## config.mk

```make
export PLATFORM = sky130hd
export DESIGN_NAME = bcs_charger
export DESIGN_NICKNAME = d
export VERILOG_FILES = /design/src/bcs_pkg.sv /design/src/bcs_timer_if.sv /design/src/bcs_timer.sv /design/src/bcs_charger.sv
export SDC_FILE = /design/constraint.sdc
export NUM_CORES = 1
export LEC_CHECK = 0
export BUFFER_PORTS_ARGS = -buffer_cell sky130_fd_sc_hd__clkbuf_2
export CAP_MARGIN = 20
export CORE_AREA = 8 8 127 129
export CTS_CLUSTER_SIZE = 24
export DETAILED_ROUTE_END_ITERATION = 7
export DIE_AREA = 0 0 135 137
export GPL_ROUTABILITY_DRIVEN = 0
export GPL_TIMING_DRIVEN = 0
export HOLD_SLACK_MARGIN = 0.12
export PLACE_DENSITY = 0.81
export SETUP_SLACK_MARGIN = 0.1
export SLEW_MARGIN = 20
export SYNTH_ARGS = -nofsm -noshare
export SYNTH_HDL_FRONTEND = slang
export SYNTH_SLANG_ARGS = --single-unit
```

## constraint.sdc

```tcl
create_clock -name clk -period 3 [get_ports clk]
set_input_delay 0.6 -clock clk [delete_from_list [all_inputs] [get_ports clk]]
set_output_delay 0.6 -clock clk [all_outputs]
set_load 0.02 [all_outputs]
```

## src/bcs_pkg.sv

```systemverilog
// Package of constants and types for the battery charger state machine
// Summary of operation
// - Charging allowed and battery below precharge threshold means precharge state.
// - Precharge not passed within 30 minutes of first entry gives precharge fault.
// - Precharge current fraction and three-bit threshold select come from configuration.
// - Above precharge threshold enter constant current with six-bit current select.
// - At regulation voltage enter constant voltage; six-bit voltage select.
// - In constant voltage, current below termination level enters finish state.
// - Safety timer starts entering constant current from a non-fast-charge state.
// - Two-bit safety length 3, 5, 7 hours; code zero disables timer.
// - Safety timer expiry during any fast-charge state gives safety fault.
// - Safety timer pauses on low current or supplement; paused status shown. Low current pauses it only in the constant current states.
// - Finish timer 0 to 35 minutes on entry; expiry goes done.
// - Done keeps battery disconnected; restart when battery drops 150mV below target.
// - Precharge fault stops current; exit only by enable toggle or supply cycle. A hot or cold zone still moves it to temperature fault and back.
// - Safety fault stops current; exit only by enable toggle or supply cycle. A hot or cold zone still moves it to temperature fault and back.
// - Thermistor enabled and hot or cold enters temperature fault, no current.
// - Temperature fault outranks all but off; leave on disable or normal temperature.
// - Leaving temperature fault returns to the state held before it.
// - Precharge timer frozen in temperature fault and resumes; others held cleared.
// - Alternate states only with thermistor enabled, on warm or cool zone.
// - Alternate states use alternate current and voltage; leave on normal or disable.
// - Present temperature zone as a three-bit status field.
// - Off while supply invalid, enable low, or battery fresh.
// - Four-bit state status field with change event pulse.
package bcs_pkg;
    localparam int CLK_HZ = 100_000_000;
    localparam int TICK_MS = 1000;
    localparam int TICK_CYCLES = CLK_HZ / 1000 * TICK_MS;
    localparam int PRECHARGE_TIMER_MIN = 30;
    localparam int PRECHARGE_TIMER_TICKS = PRECHARGE_TIMER_MIN * 60;
    localparam int SAFETY_BASE_HOURS = 3;
    localparam int SAFETY_STEP_HOURS = 2;
    localparam int FINISH_STEP_MIN = 5;
    localparam int RESTART_MV = 150;
    localparam logic [1:0] SAFETY_OFF = 2'h0;
    localparam int TIMER_W = 16;
    localparam logic [2:0] ZONE_NORMAL = 3'h0;
    localparam logic [2:0] ZONE_COOL = 3'h1;
    localparam logic [2:0] ZONE_WARM = 3'h2;
    localparam logic [2:0] ZONE_COLD = 3'h3;
    localparam logic [2:0] ZONE_HOT = 3'h4;

    typedef enum logic [3:0] {
        BCS_OFF = 4'h0,
        BCS_PRECHARGE = 4'h1,
        BCS_CC = 4'h3,
        BCS_CV = 4'h2,
        BCS_FINISH = 4'h6,
        BCS_DONE = 4'h7,
        BCS_ALT_CC = 4'h5,
        BCS_ALT_CV = 4'h4,
        BCS_ALT_FINISH = 4'hc,
        BCS_ALT_DONE = 4'hd,
        BCS_PRE_FAULT = 4'hf,
        BCS_SAFE_FAULT = 4'he,
        BCS_TEMP_FAULT = 4'ha
    } bcs_state_t;
endpackage : bcs_pkg

```

## src/bcs_timer_if.sv

```systemverilog
// Interface joining the state machine to one charger timer
`timescale 1ns/1ps
`default_nettype none
interface bcs_timer_if;
    logic clear;
    logic run;
    logic [bcs_pkg::TIMER_W-1:0] limit;
    logic expired;
    modport ctrl (output clear, output run, output limit, input expired);
    modport tmr (input clear, input run, input limit, output expired);
endinterface : bcs_timer_if
`default_nettype wire

```

## src/bcs_timer.sv

```systemverilog
// Tick counting timer with clear, run and limit
`timescale 1ns/1ps
`default_nettype none
module bcs_timer (
    input wire logic clk,
    input wire logic rst_b,
    input wire logic tick,
    bcs_timer_if.tmr t
);
    logic [bcs_pkg::TIMER_W-1:0] count_reg;

    always_ff @(posedge clk or negedge rst_b) begin
        if (!rst_b) begin
            count_reg <= '0;
        end else if (t.clear) begin
            count_reg <= '0;
        end else if (t.run && tick && count_reg < t.limit) begin
            count_reg <= count_reg + 1'b1;
        end
    end

    assign t.expired = (count_reg >= t.limit);
endmodule : bcs_timer
`default_nettype wire

```

## src/bcs_charger.sv

```systemverilog
// Battery charger control state machine with its three timers
`timescale 1ns/1ps
`default_nettype none
module bcs_charger #(
    parameter int TICK_CYCLES = bcs_pkg::TICK_CYCLES
) (
    input wire logic clk,
    input wire logic rst_b,
    input wire logic charger_enable,
    input wire logic thermistor_enable,
    input wire logic precharge_current_select,
    input wire logic [2:0] precharge_threshold_select,
    input wire logic [1:0] termination_select,
    input wire logic [5:0] constant_current_select,
    input wire logic [5:0] regulation_voltage_select,
    input wire logic [5:0] alternate_current_select,
    input wire logic [5:0] alternate_voltage_select,
    input wire logic [1:0] safety_timer_select,
    input wire logic [2:0] finish_timer_select,
    input wire logic input_supply,
    input wire logic batt_below_precharge,
    input wire logic batt_at_regulation,
    input wire logic batt_below_restart,
    input wire logic current_below_term,
    input wire logic current_below_fifth,
    input wire logic supplement_active,
    input wire logic [2:0] temp_zone,
    output logic [3:0] charger_state_status,
    output logic state_changed,
    output logic [2:0] temperature_zone_status,
    output logic safety_timer_paused,
    output logic charge_on,
    output logic battery_connect,
    output logic use_alternate,
    output logic precharge_current_mode,
    output logic [2:0] precharge_threshold_out,
    output logic [1:0] termination_out,
    output logic [5:0] current_select_out,
    output logic [5:0] voltage_select_out
);
    if (TICK_CYCLES < 2) begin : g_bad
        $error("TICK_CYCLES must be at least 2");
    end

    localparam int TICK_W = $clog2(TICK_CYCLES);

    // Two-flop synchronisers for the comparator, status, enable and temperature zone inputs
    localparam int SYNC_W = 9;
    logic [SYNC_W-1:0] sync1_reg;
    logic [SYNC_W-1:0] sync2_reg;
    logic [2:0] zone1_reg;
    logic [2:0] zone2_reg;

    always_ff @(posedge clk or negedge rst_b) begin
        if (!rst_b) begin
            sync1_reg <= '0;
            sync2_reg <= '0;
            zone1_reg <= bcs_pkg::ZONE_NORMAL;
            zone2_reg <= bcs_pkg::ZONE_NORMAL;
        end else begin
            sync1_reg <= {input_supply, batt_below_precharge, batt_at_regulation,
                          batt_below_restart, current_below_term, current_below_fifth,
                          supplement_active, charger_enable, thermistor_enable};
            sync2_reg <= sync1_reg;
            zone1_reg <= temp_zone;
            zone2_reg <= zone1_reg;
        end
    end

    logic supply_ok, below_pq, at_reg, below_restart, below_term, below_fifth;
    logic supplement, enable_s, therm_on;
    assign {supply_ok, below_pq, at_reg, below_restart, below_term, below_fifth, supplement,
            enable_s, therm_on} = sync2_reg;

    function automatic logic zone_extreme(input logic [2:0] z);
        zone_extreme = (z == bcs_pkg::ZONE_HOT) || (z == bcs_pkg::ZONE_COLD);
    endfunction : zone_extreme

    function automatic logic zone_mild(input logic [2:0] z);
        zone_mild = (z == bcs_pkg::ZONE_WARM) || (z == bcs_pkg::ZONE_COOL);
    endfunction : zone_mild

    function automatic logic is_fast(input bcs_pkg::bcs_state_t s);
        is_fast = (s == bcs_pkg::BCS_CC) || (s == bcs_pkg::BCS_CV) ||
                  (s == bcs_pkg::BCS_ALT_CC) || (s == bcs_pkg::BCS_ALT_CV);
    endfunction : is_fast

    // Slow time base shared by every timer
    logic [TICK_W-1:0] div_reg;
    logic tick_reg;
    always_ff @(posedge clk or negedge rst_b) begin
        if (!rst_b) begin
            div_reg <= '0;
            tick_reg <= 1'b0;
        end else if (div_reg == TICK_W'(TICK_CYCLES - 1)) begin
            div_reg <= '0;
            tick_reg <= 1'b1;
        end else begin
            div_reg <= div_reg + 1'b1;
            tick_reg <= 1'b0;
        end
    end

    // Enable edge and supply loss detection
    logic enable_d_reg;
    always_ff @(posedge clk or negedge rst_b) begin
        if (!rst_b) begin
            enable_d_reg <= 1'b0;
        end else begin
            enable_d_reg <= enable_s;
        end
    end
    logic force_off;
    assign force_off = !supply_ok || !enable_s || (enable_d_reg && !enable_s);

    bcs_timer_if pre_t ();
    bcs_timer_if safe_t ();
    bcs_timer_if fin_t ();

    bcs_timer u_pre (.clk(clk), .rst_b(rst_b), .tick(tick_reg), .t(pre_t));
    bcs_timer u_safe (.clk(clk), .rst_b(rst_b), .tick(tick_reg), .t(safe_t));
    bcs_timer u_fin (.clk(clk), .rst_b(rst_b), .tick(tick_reg), .t(fin_t));

    bcs_pkg::bcs_state_t state_reg;
    bcs_pkg::bcs_state_t state_next;
    bcs_pkg::bcs_state_t saved_reg;
    logic temp_exit;

    logic alt_ok;
    logic extreme;
    assign alt_ok = therm_on && zone_mild(zone2_reg);
    assign extreme = therm_on && zone_extreme(zone2_reg);

    assign pre_t.limit = bcs_pkg::TIMER_W'(bcs_pkg::PRECHARGE_TIMER_TICKS);
    // Safety limit is set in minutes and counted on the minute strobe, not on one-second ticks
    assign safe_t.limit = bcs_pkg::TIMER_W'((bcs_pkg::SAFETY_BASE_HOURS +
        bcs_pkg::SAFETY_STEP_HOURS * (int'(safety_timer_select) - 1)) * 60);
    assign fin_t.limit = bcs_pkg::TIMER_W'(int'(finish_timer_select) *
                         bcs_pkg::FINISH_STEP_MIN * 60);

    logic safe_enabled;
    assign safe_enabled = (safety_timer_select != bcs_pkg::SAFETY_OFF);
    logic in_temp;
    assign in_temp = (state_reg == bcs_pkg::BCS_TEMP_FAULT);
    logic cc_state;
    assign cc_state = state_reg inside {bcs_pkg::BCS_CC, bcs_pkg::BCS_ALT_CC};
    logic safe_pause;
    assign safe_pause = (cc_state && below_fifth) || supplement;

    // Minute strobe for the safety timer
    logic [5:0] sec_reg;
    logic minute_tick;
    always_ff @(posedge clk or negedge rst_b) begin
        if (!rst_b) begin
            sec_reg <= '0;
        end else if (tick_reg) begin
            sec_reg <= (sec_reg == 6'h3b) ? 6'h00 : sec_reg + 6'h01;
        end
    end
    assign minute_tick = (sec_reg == 6'h3b);

    always_comb begin
        pre_t.clear = force_off || (state_reg == bcs_pkg::BCS_OFF) ||
                      !(state_next inside {bcs_pkg::BCS_PRECHARGE, bcs_pkg::BCS_TEMP_FAULT,
                                           bcs_pkg::BCS_PRE_FAULT});
        pre_t.run = (state_reg == bcs_pkg::BCS_PRECHARGE);
        safe_t.clear = force_off || temp_exit || !is_fast(state_reg);
        safe_t.run = is_fast(state_reg) && !safe_pause && safe_enabled && minute_tick;
        fin_t.clear = force_off || temp_exit ||
                      (state_reg != bcs_pkg::BCS_FINISH &&
                       state_reg != bcs_pkg::BCS_ALT_FINISH);
        fin_t.run = !in_temp;
    end

    logic safe_expired;
    assign safe_expired = safe_enabled && safe_t.expired && safe_t.limit != '0;

    always_comb begin
        state_next = state_reg;
        temp_exit = 1'b0;
        if (force_off) begin
            state_next = bcs_pkg::BCS_OFF;
        end else if (extreme && !in_temp && state_reg != bcs_pkg::BCS_OFF) begin
            state_next = bcs_pkg::BCS_TEMP_FAULT;
        end else begin
            unique case (state_reg)
                bcs_pkg::BCS_OFF: begin
                    if (below_pq) begin
                        state_next = bcs_pkg::BCS_PRECHARGE;
                    end else if (below_restart) begin
                        state_next = alt_ok ? bcs_pkg::BCS_ALT_CC : bcs_pkg::BCS_CC;
                    end
                end
                bcs_pkg::BCS_PRECHARGE: begin
                    if (pre_t.expired) begin
                        state_next = bcs_pkg::BCS_PRE_FAULT;
                    end else if (!below_pq) begin
                        state_next = alt_ok ? bcs_pkg::BCS_ALT_CC : bcs_pkg::BCS_CC;
                    end
                end
                bcs_pkg::BCS_CC, bcs_pkg::BCS_ALT_CC: begin
                    if (safe_expired) begin
                        state_next = bcs_pkg::BCS_SAFE_FAULT;
                    end else if (at_reg) begin
                        state_next = alt_ok ? bcs_pkg::BCS_ALT_CV : bcs_pkg::BCS_CV;
                    end else begin
                        state_next = alt_ok ? bcs_pkg::BCS_ALT_CC : bcs_pkg::BCS_CC;
                    end
                end
                bcs_pkg::BCS_CV, bcs_pkg::BCS_ALT_CV: begin
                    if (safe_expired) begin
                        state_next = bcs_pkg::BCS_SAFE_FAULT;
                    end else if (below_term) begin
                        state_next = alt_ok ? bcs_pkg::BCS_ALT_FINISH :
                                              bcs_pkg::BCS_FINISH;
                    end else begin
                        state_next = alt_ok ? bcs_pkg::BCS_ALT_CV : bcs_pkg::BCS_CV;
                    end
                end
                bcs_pkg::BCS_FINISH, bcs_pkg::BCS_ALT_FINISH: begin
                    if (fin_t.expired) begin
                        state_next = alt_ok ? bcs_pkg::BCS_ALT_DONE : bcs_pkg::BCS_DONE;
                    end else begin
                        state_next = alt_ok ? bcs_pkg::BCS_ALT_FINISH :
                                              bcs_pkg::BCS_FINISH;
                    end
                end
                bcs_pkg::BCS_DONE, bcs_pkg::BCS_ALT_DONE: begin
                    if (below_restart) begin
                        state_next = alt_ok ? bcs_pkg::BCS_ALT_CC : bcs_pkg::BCS_CC;
                    end else begin
                        state_next = alt_ok ? bcs_pkg::BCS_ALT_DONE : bcs_pkg::BCS_DONE;
                    end
                end
                bcs_pkg::BCS_PRE_FAULT, bcs_pkg::BCS_SAFE_FAULT: begin
                    state_next = state_reg;
                end
                bcs_pkg::BCS_TEMP_FAULT: begin
                    if (!extreme) begin
                        state_next = saved_reg;
                        temp_exit = 1'b1;
                    end
                end
                default: begin
                    state_next = bcs_pkg::BCS_OFF;
                end
            endcase
        end
    end

    always_ff @(posedge clk or negedge rst_b) begin
        if (!rst_b) begin
            state_reg <= bcs_pkg::BCS_OFF;
        end else begin
            state_reg <= state_next;
        end
    end

    // Remembers where to return after a temperature fault
    always_ff @(posedge clk or negedge rst_b) begin
        if (!rst_b) begin
            saved_reg <= bcs_pkg::BCS_OFF;
        end else if (state_next == bcs_pkg::BCS_TEMP_FAULT && !in_temp) begin
            saved_reg <= state_reg;
        end
    end

    logic alt_state;
    logic charging;
    always_comb begin
        alt_state = state_next inside {bcs_pkg::BCS_ALT_CC, bcs_pkg::BCS_ALT_CV,
                                       bcs_pkg::BCS_ALT_FINISH, bcs_pkg::BCS_ALT_DONE};
        charging = is_fast(state_next) || state_next inside {bcs_pkg::BCS_PRECHARGE,
                   bcs_pkg::BCS_FINISH, bcs_pkg::BCS_ALT_FINISH};
    end

    always_ff @(posedge clk or negedge rst_b) begin
        if (!rst_b) begin
            charger_state_status <= 4'h0;
            state_changed <= 1'b0;
            temperature_zone_status <= bcs_pkg::ZONE_NORMAL;
            safety_timer_paused <= 1'b0;
            charge_on <= 1'b0;
            battery_connect <= 1'b1;
            use_alternate <= 1'b0;
            precharge_current_mode <= 1'b0;
            precharge_threshold_out <= 3'h0;
            termination_out <= 2'h0;
            current_select_out <= 6'h00;
            voltage_select_out <= 6'h00;
        end else begin
            charger_state_status <= state_next;
            state_changed <= (state_next != state_reg);
            temperature_zone_status <= zone2_reg;
            safety_timer_paused <= is_fast(state_reg) && safe_pause;
            charge_on <= charging;
            // Battery stays on the system only while the supply is absent
            battery_connect <= !supply_ok;
            use_alternate <= alt_state;
            precharge_current_mode <= precharge_current_select;
            precharge_threshold_out <= precharge_threshold_select;
            termination_out <= termination_select;
            current_select_out <= alt_state ? alternate_current_select :
                                  constant_current_select;
            voltage_select_out <= alt_state ? alternate_voltage_select :
                                  regulation_voltage_select;
        end
    end
endmodule : bcs_charger
`default_nettype wire

```

==> impl_metrics.yaml <==
final_layout:
  area_growth_pct: 34.5
  num_antenna_cells: 0
  fillCellCount: 1000
  fin_nets: 979
  drive_gt1_frac: 0.332
  largest_register_ffs: 27
  utilization: 0.698
  postLayoutCellArea_mm2: 0.00992
yosys:
  synth-seq-cells: 140
  syn-num-nets: 825
  yosysTopAreaCell: "dfrtp_1"
  synth_edf_count: 0
  synth_seq_area_share: 0.475
  synth_area_leaders: "dfrtp_1 47%, ha_1 8.1%, xnor2_1 5.9%"
  synth_most_common_cell: "dfrtp_1"
  ys.flop_type: "dfrtp_1"
  synthCells: 727
  syn-cell-area_mm2: 0.00738
  yosys-top-cells-count: "139 x dfrtp_1, 71 x nor2_1, 62 x nand2_1"
  synth_cell_types: 65
  yosysWarnings: 0
  avgSynthCellArea_um2: 10.1
  yosysTopAreaCellShare: 0.472
  async_reset_ff_frac: 1.00
worst_setup_path:
  critPathMaxFanout: 6
  reg2reg_to: "u_pre.count_reg[13]$_DFFE_PN0P_"
  crit_end: "u_pre.count_reg[13]$_DFFE_PN0P_"
  worstPathArrival_ns: 5.03
  reg2reg_slack_ns: -0.36
  crit_start: "finish_timer_select[0]"
  r2r-start: "charger_state_status[1]$_DFF_PN0_"
  worstPathRequired_ns: 3.31
  r2r_cells: 12
  startpoint_type: "primary input"
  endpoint_kind: "flip-flop"
  path_class: "primary input to flip-flop"
global_route:
  grt_pass1_wl_mm: 29.4
  grt_max_degree: 83
  gr-usage-all-layers: 0.200
  antenna_found_initial: 0
  grt_pass1_vias: 6080
  global_route.overflow_total: 0
hold_path:
  min_path_type: "primary input to asynchronous set/reset pin"
timing:
  clock.fmax_mhz: 212
  rsz0062_at_grt: "true"
  period_minus_slack_ns: 4.73
  finClkSkew_ns: 0.0105
  final.period_utilization: 1.58
  relSlewSlack: 0.434
  hold_ws_ns: 0.144
  tightestPinTransition_ns: 0.841
  setup_violations: 71
  hold_violations: 0
  slew_viol_final: 0
  fin_ws_ns: -1.73
die:
  initial_core_util: 0.519
  dieArea_mm2: 0.0185
  die_w_um: 135
  die_h_um: 137
  pin_count: 79
  rows: 44
  coreArea_mm2: 0.0142
cts:
  clock_latency_ns: 0.42
  cts_tree: "yes"
  numCtsBuffers: 17
  clkSlewWorstSetupHoldPaths_ns: 0.06
  clockBufferDepth: 2
  clockRootBuffer: "clkbuf_16"
  htree_levels: 4
  cts_sinks: 140
pwr:
  p_leak_uw: 0.00439
  p_per_area_mw_per_mm2: 497
  peakVddDrop_mv: 0.439
  power.total_uw: 4930
drt:
  drt-pass1-iter-count: 5
  drc: 0
  wl_mm: 18.6
  ant_nets: 0
  route.vias.total: 5983
  post_drt_wl_per_cell_um: 17.3
  drt_iter0_drc: 356
  post_drt_via_cell_ratio: 5.55
placed_design:
  pre_cts_slack_ns: -2.57
  port_buffers: 78
  dpl-instance-area_mm2: 0.00830
  place_hpwl_mm: 11.3
status:
  status: "complete, but fails checks"
  failed_checks: "setup timing"
job:
  cap_viol_max_count: 0
placed cells by master (no fill, tap or decap), types with 7 or more instances in the layout:
master and instances:
nor3_1 10, a21o_1 7, buf_6 19, nor2_1 65, o21ai_0 22, or3_1 13
nand4_1 17, nand3_1 21, ha_1 37, clkbuf_1 9, a21oi_1 24, nand2_1 58
clkbuf_16 20, nor4_1 7, dfrtp_1 139, buf_4 37, xor2_1 21, mux2_4 9
nand2b_1 8, ha_4 10, and3_1 12, a21oi_2 25, xnor2_1 43, inv_1 29
clkbuf_2 72
per-layer routing:
layer / wire [µm] / share of wire / vias to the layer above / global-route usage
met3: 957 / 0.051 / 44 / 0.0507
met1: 7700 / 0.41 / 2930 / 0.236
met2: 9430 / 0.51 / 165 / 0.334
met4: 508 / 0.027 / 0 / 0.0975
met5: 0 / 0 / - / 0
li1: - / - / 2844 / -
repair_timing:
action                     in CTS  in global routing
resized for setup              71                 51
setup buffers                  39                 19
gates cloned                    2                  0
hold buffers                    0                  0
setup endpoints to repair      71                 71
pin swaps                      56                 45
final cells by class:
cell class | instances | area, µm² | area share
multi-input combinational | 534 | 4280 | 0.431
sequential | 140 | 3500 | 0.353
timing repair buffer | 136 | 1010 | 0.102
clock buffer | 20 | 467 | 0.0470
tap | 184 | 230 | 0.0232
inverter | 36 | 170 | 0.0172
clock inverter | 12 | 161 | 0.0163
buffer | 16 | 93.8 | 0.00946
worst min path at each step:
stage | from | end | slack, ns | depth (start not counted)
detailed placement | zone1_reg[2]$_DFF_PN0_ | zone2_reg[2]$_DFF_PN0_ | 0.33 | 0
finish | rst_b | u_fin.count_reg[9]$_DFFE_PN0P_ | 0.14 | 1
global route | rst_b | u_fin.count_reg[10]$_DFFE_PN0P_ | 0.17 | 1
global placement | zone1_reg[0]$_DFF_PN0_ | zone2_reg[0]$_DFF_PN0_ | 0.33 | 0
CTS | rst_b | u_fin.count_reg[9]$_DFFE_PN0P_ | 0.15 | 1
floorplan | rst_b | charge_on$_DFF_PN0_ | 0.30 | 0
critical path, stage by stage:
cell,delay [ns]
clkbuf_16,0.15
ha_4,0.27
xor2_2,0.15
xnor2_1,0.20
ha_1,0.29
ha_4,0.27
a21oi_4,0.13
nor2b_2,0.06
nor3_2,0.21
o21ai_1,0.10
a21oi_2,0.17
xnor2_2,0.14
ha_1,0.27
nand4_1,0.13
nor3_2,0.06
or4_4,0.52
a31o_1,0.23
a221o_1,0.41
xnor2_2,0.18
o21ai_2,0.16
buf_6,0.14
buf_6,0.13
a21oi_2,0.06
through the flow:
stage	instances	setup TNS (ns)
detailed placement	990	-130.02
CTS	1063	-72.05
global route	1078	-87.25
finish	1078	-76.59
floorplan	727	-77.91
global placement	989	-260.24
kinds of logic (layout without fill, tap and decap cells):
group | after synthesis | in the layout | synth area share
AOI/OAI and AO/OA | 130 | 130 | 0.114
xor gates and xnor gates | 75 | 75 | 0.0891
DFF | 140 | 140 | 0.475
buffers and inverters | 53 | 220 | 0.0300
and+or+nand+nor | 265 | 265 | 0.185
adders and majority gates | 50 | 50 | 0.0855
muxes | 14 | 14 | 0.0212
where the power goes:
part	switching, µW	internal [µW]	total, µW
combinational	399	355	754
sequential	27.3	1940	1970
clock	827	1380	2210
Note: power is estimated with default switching activity, not from simulation.
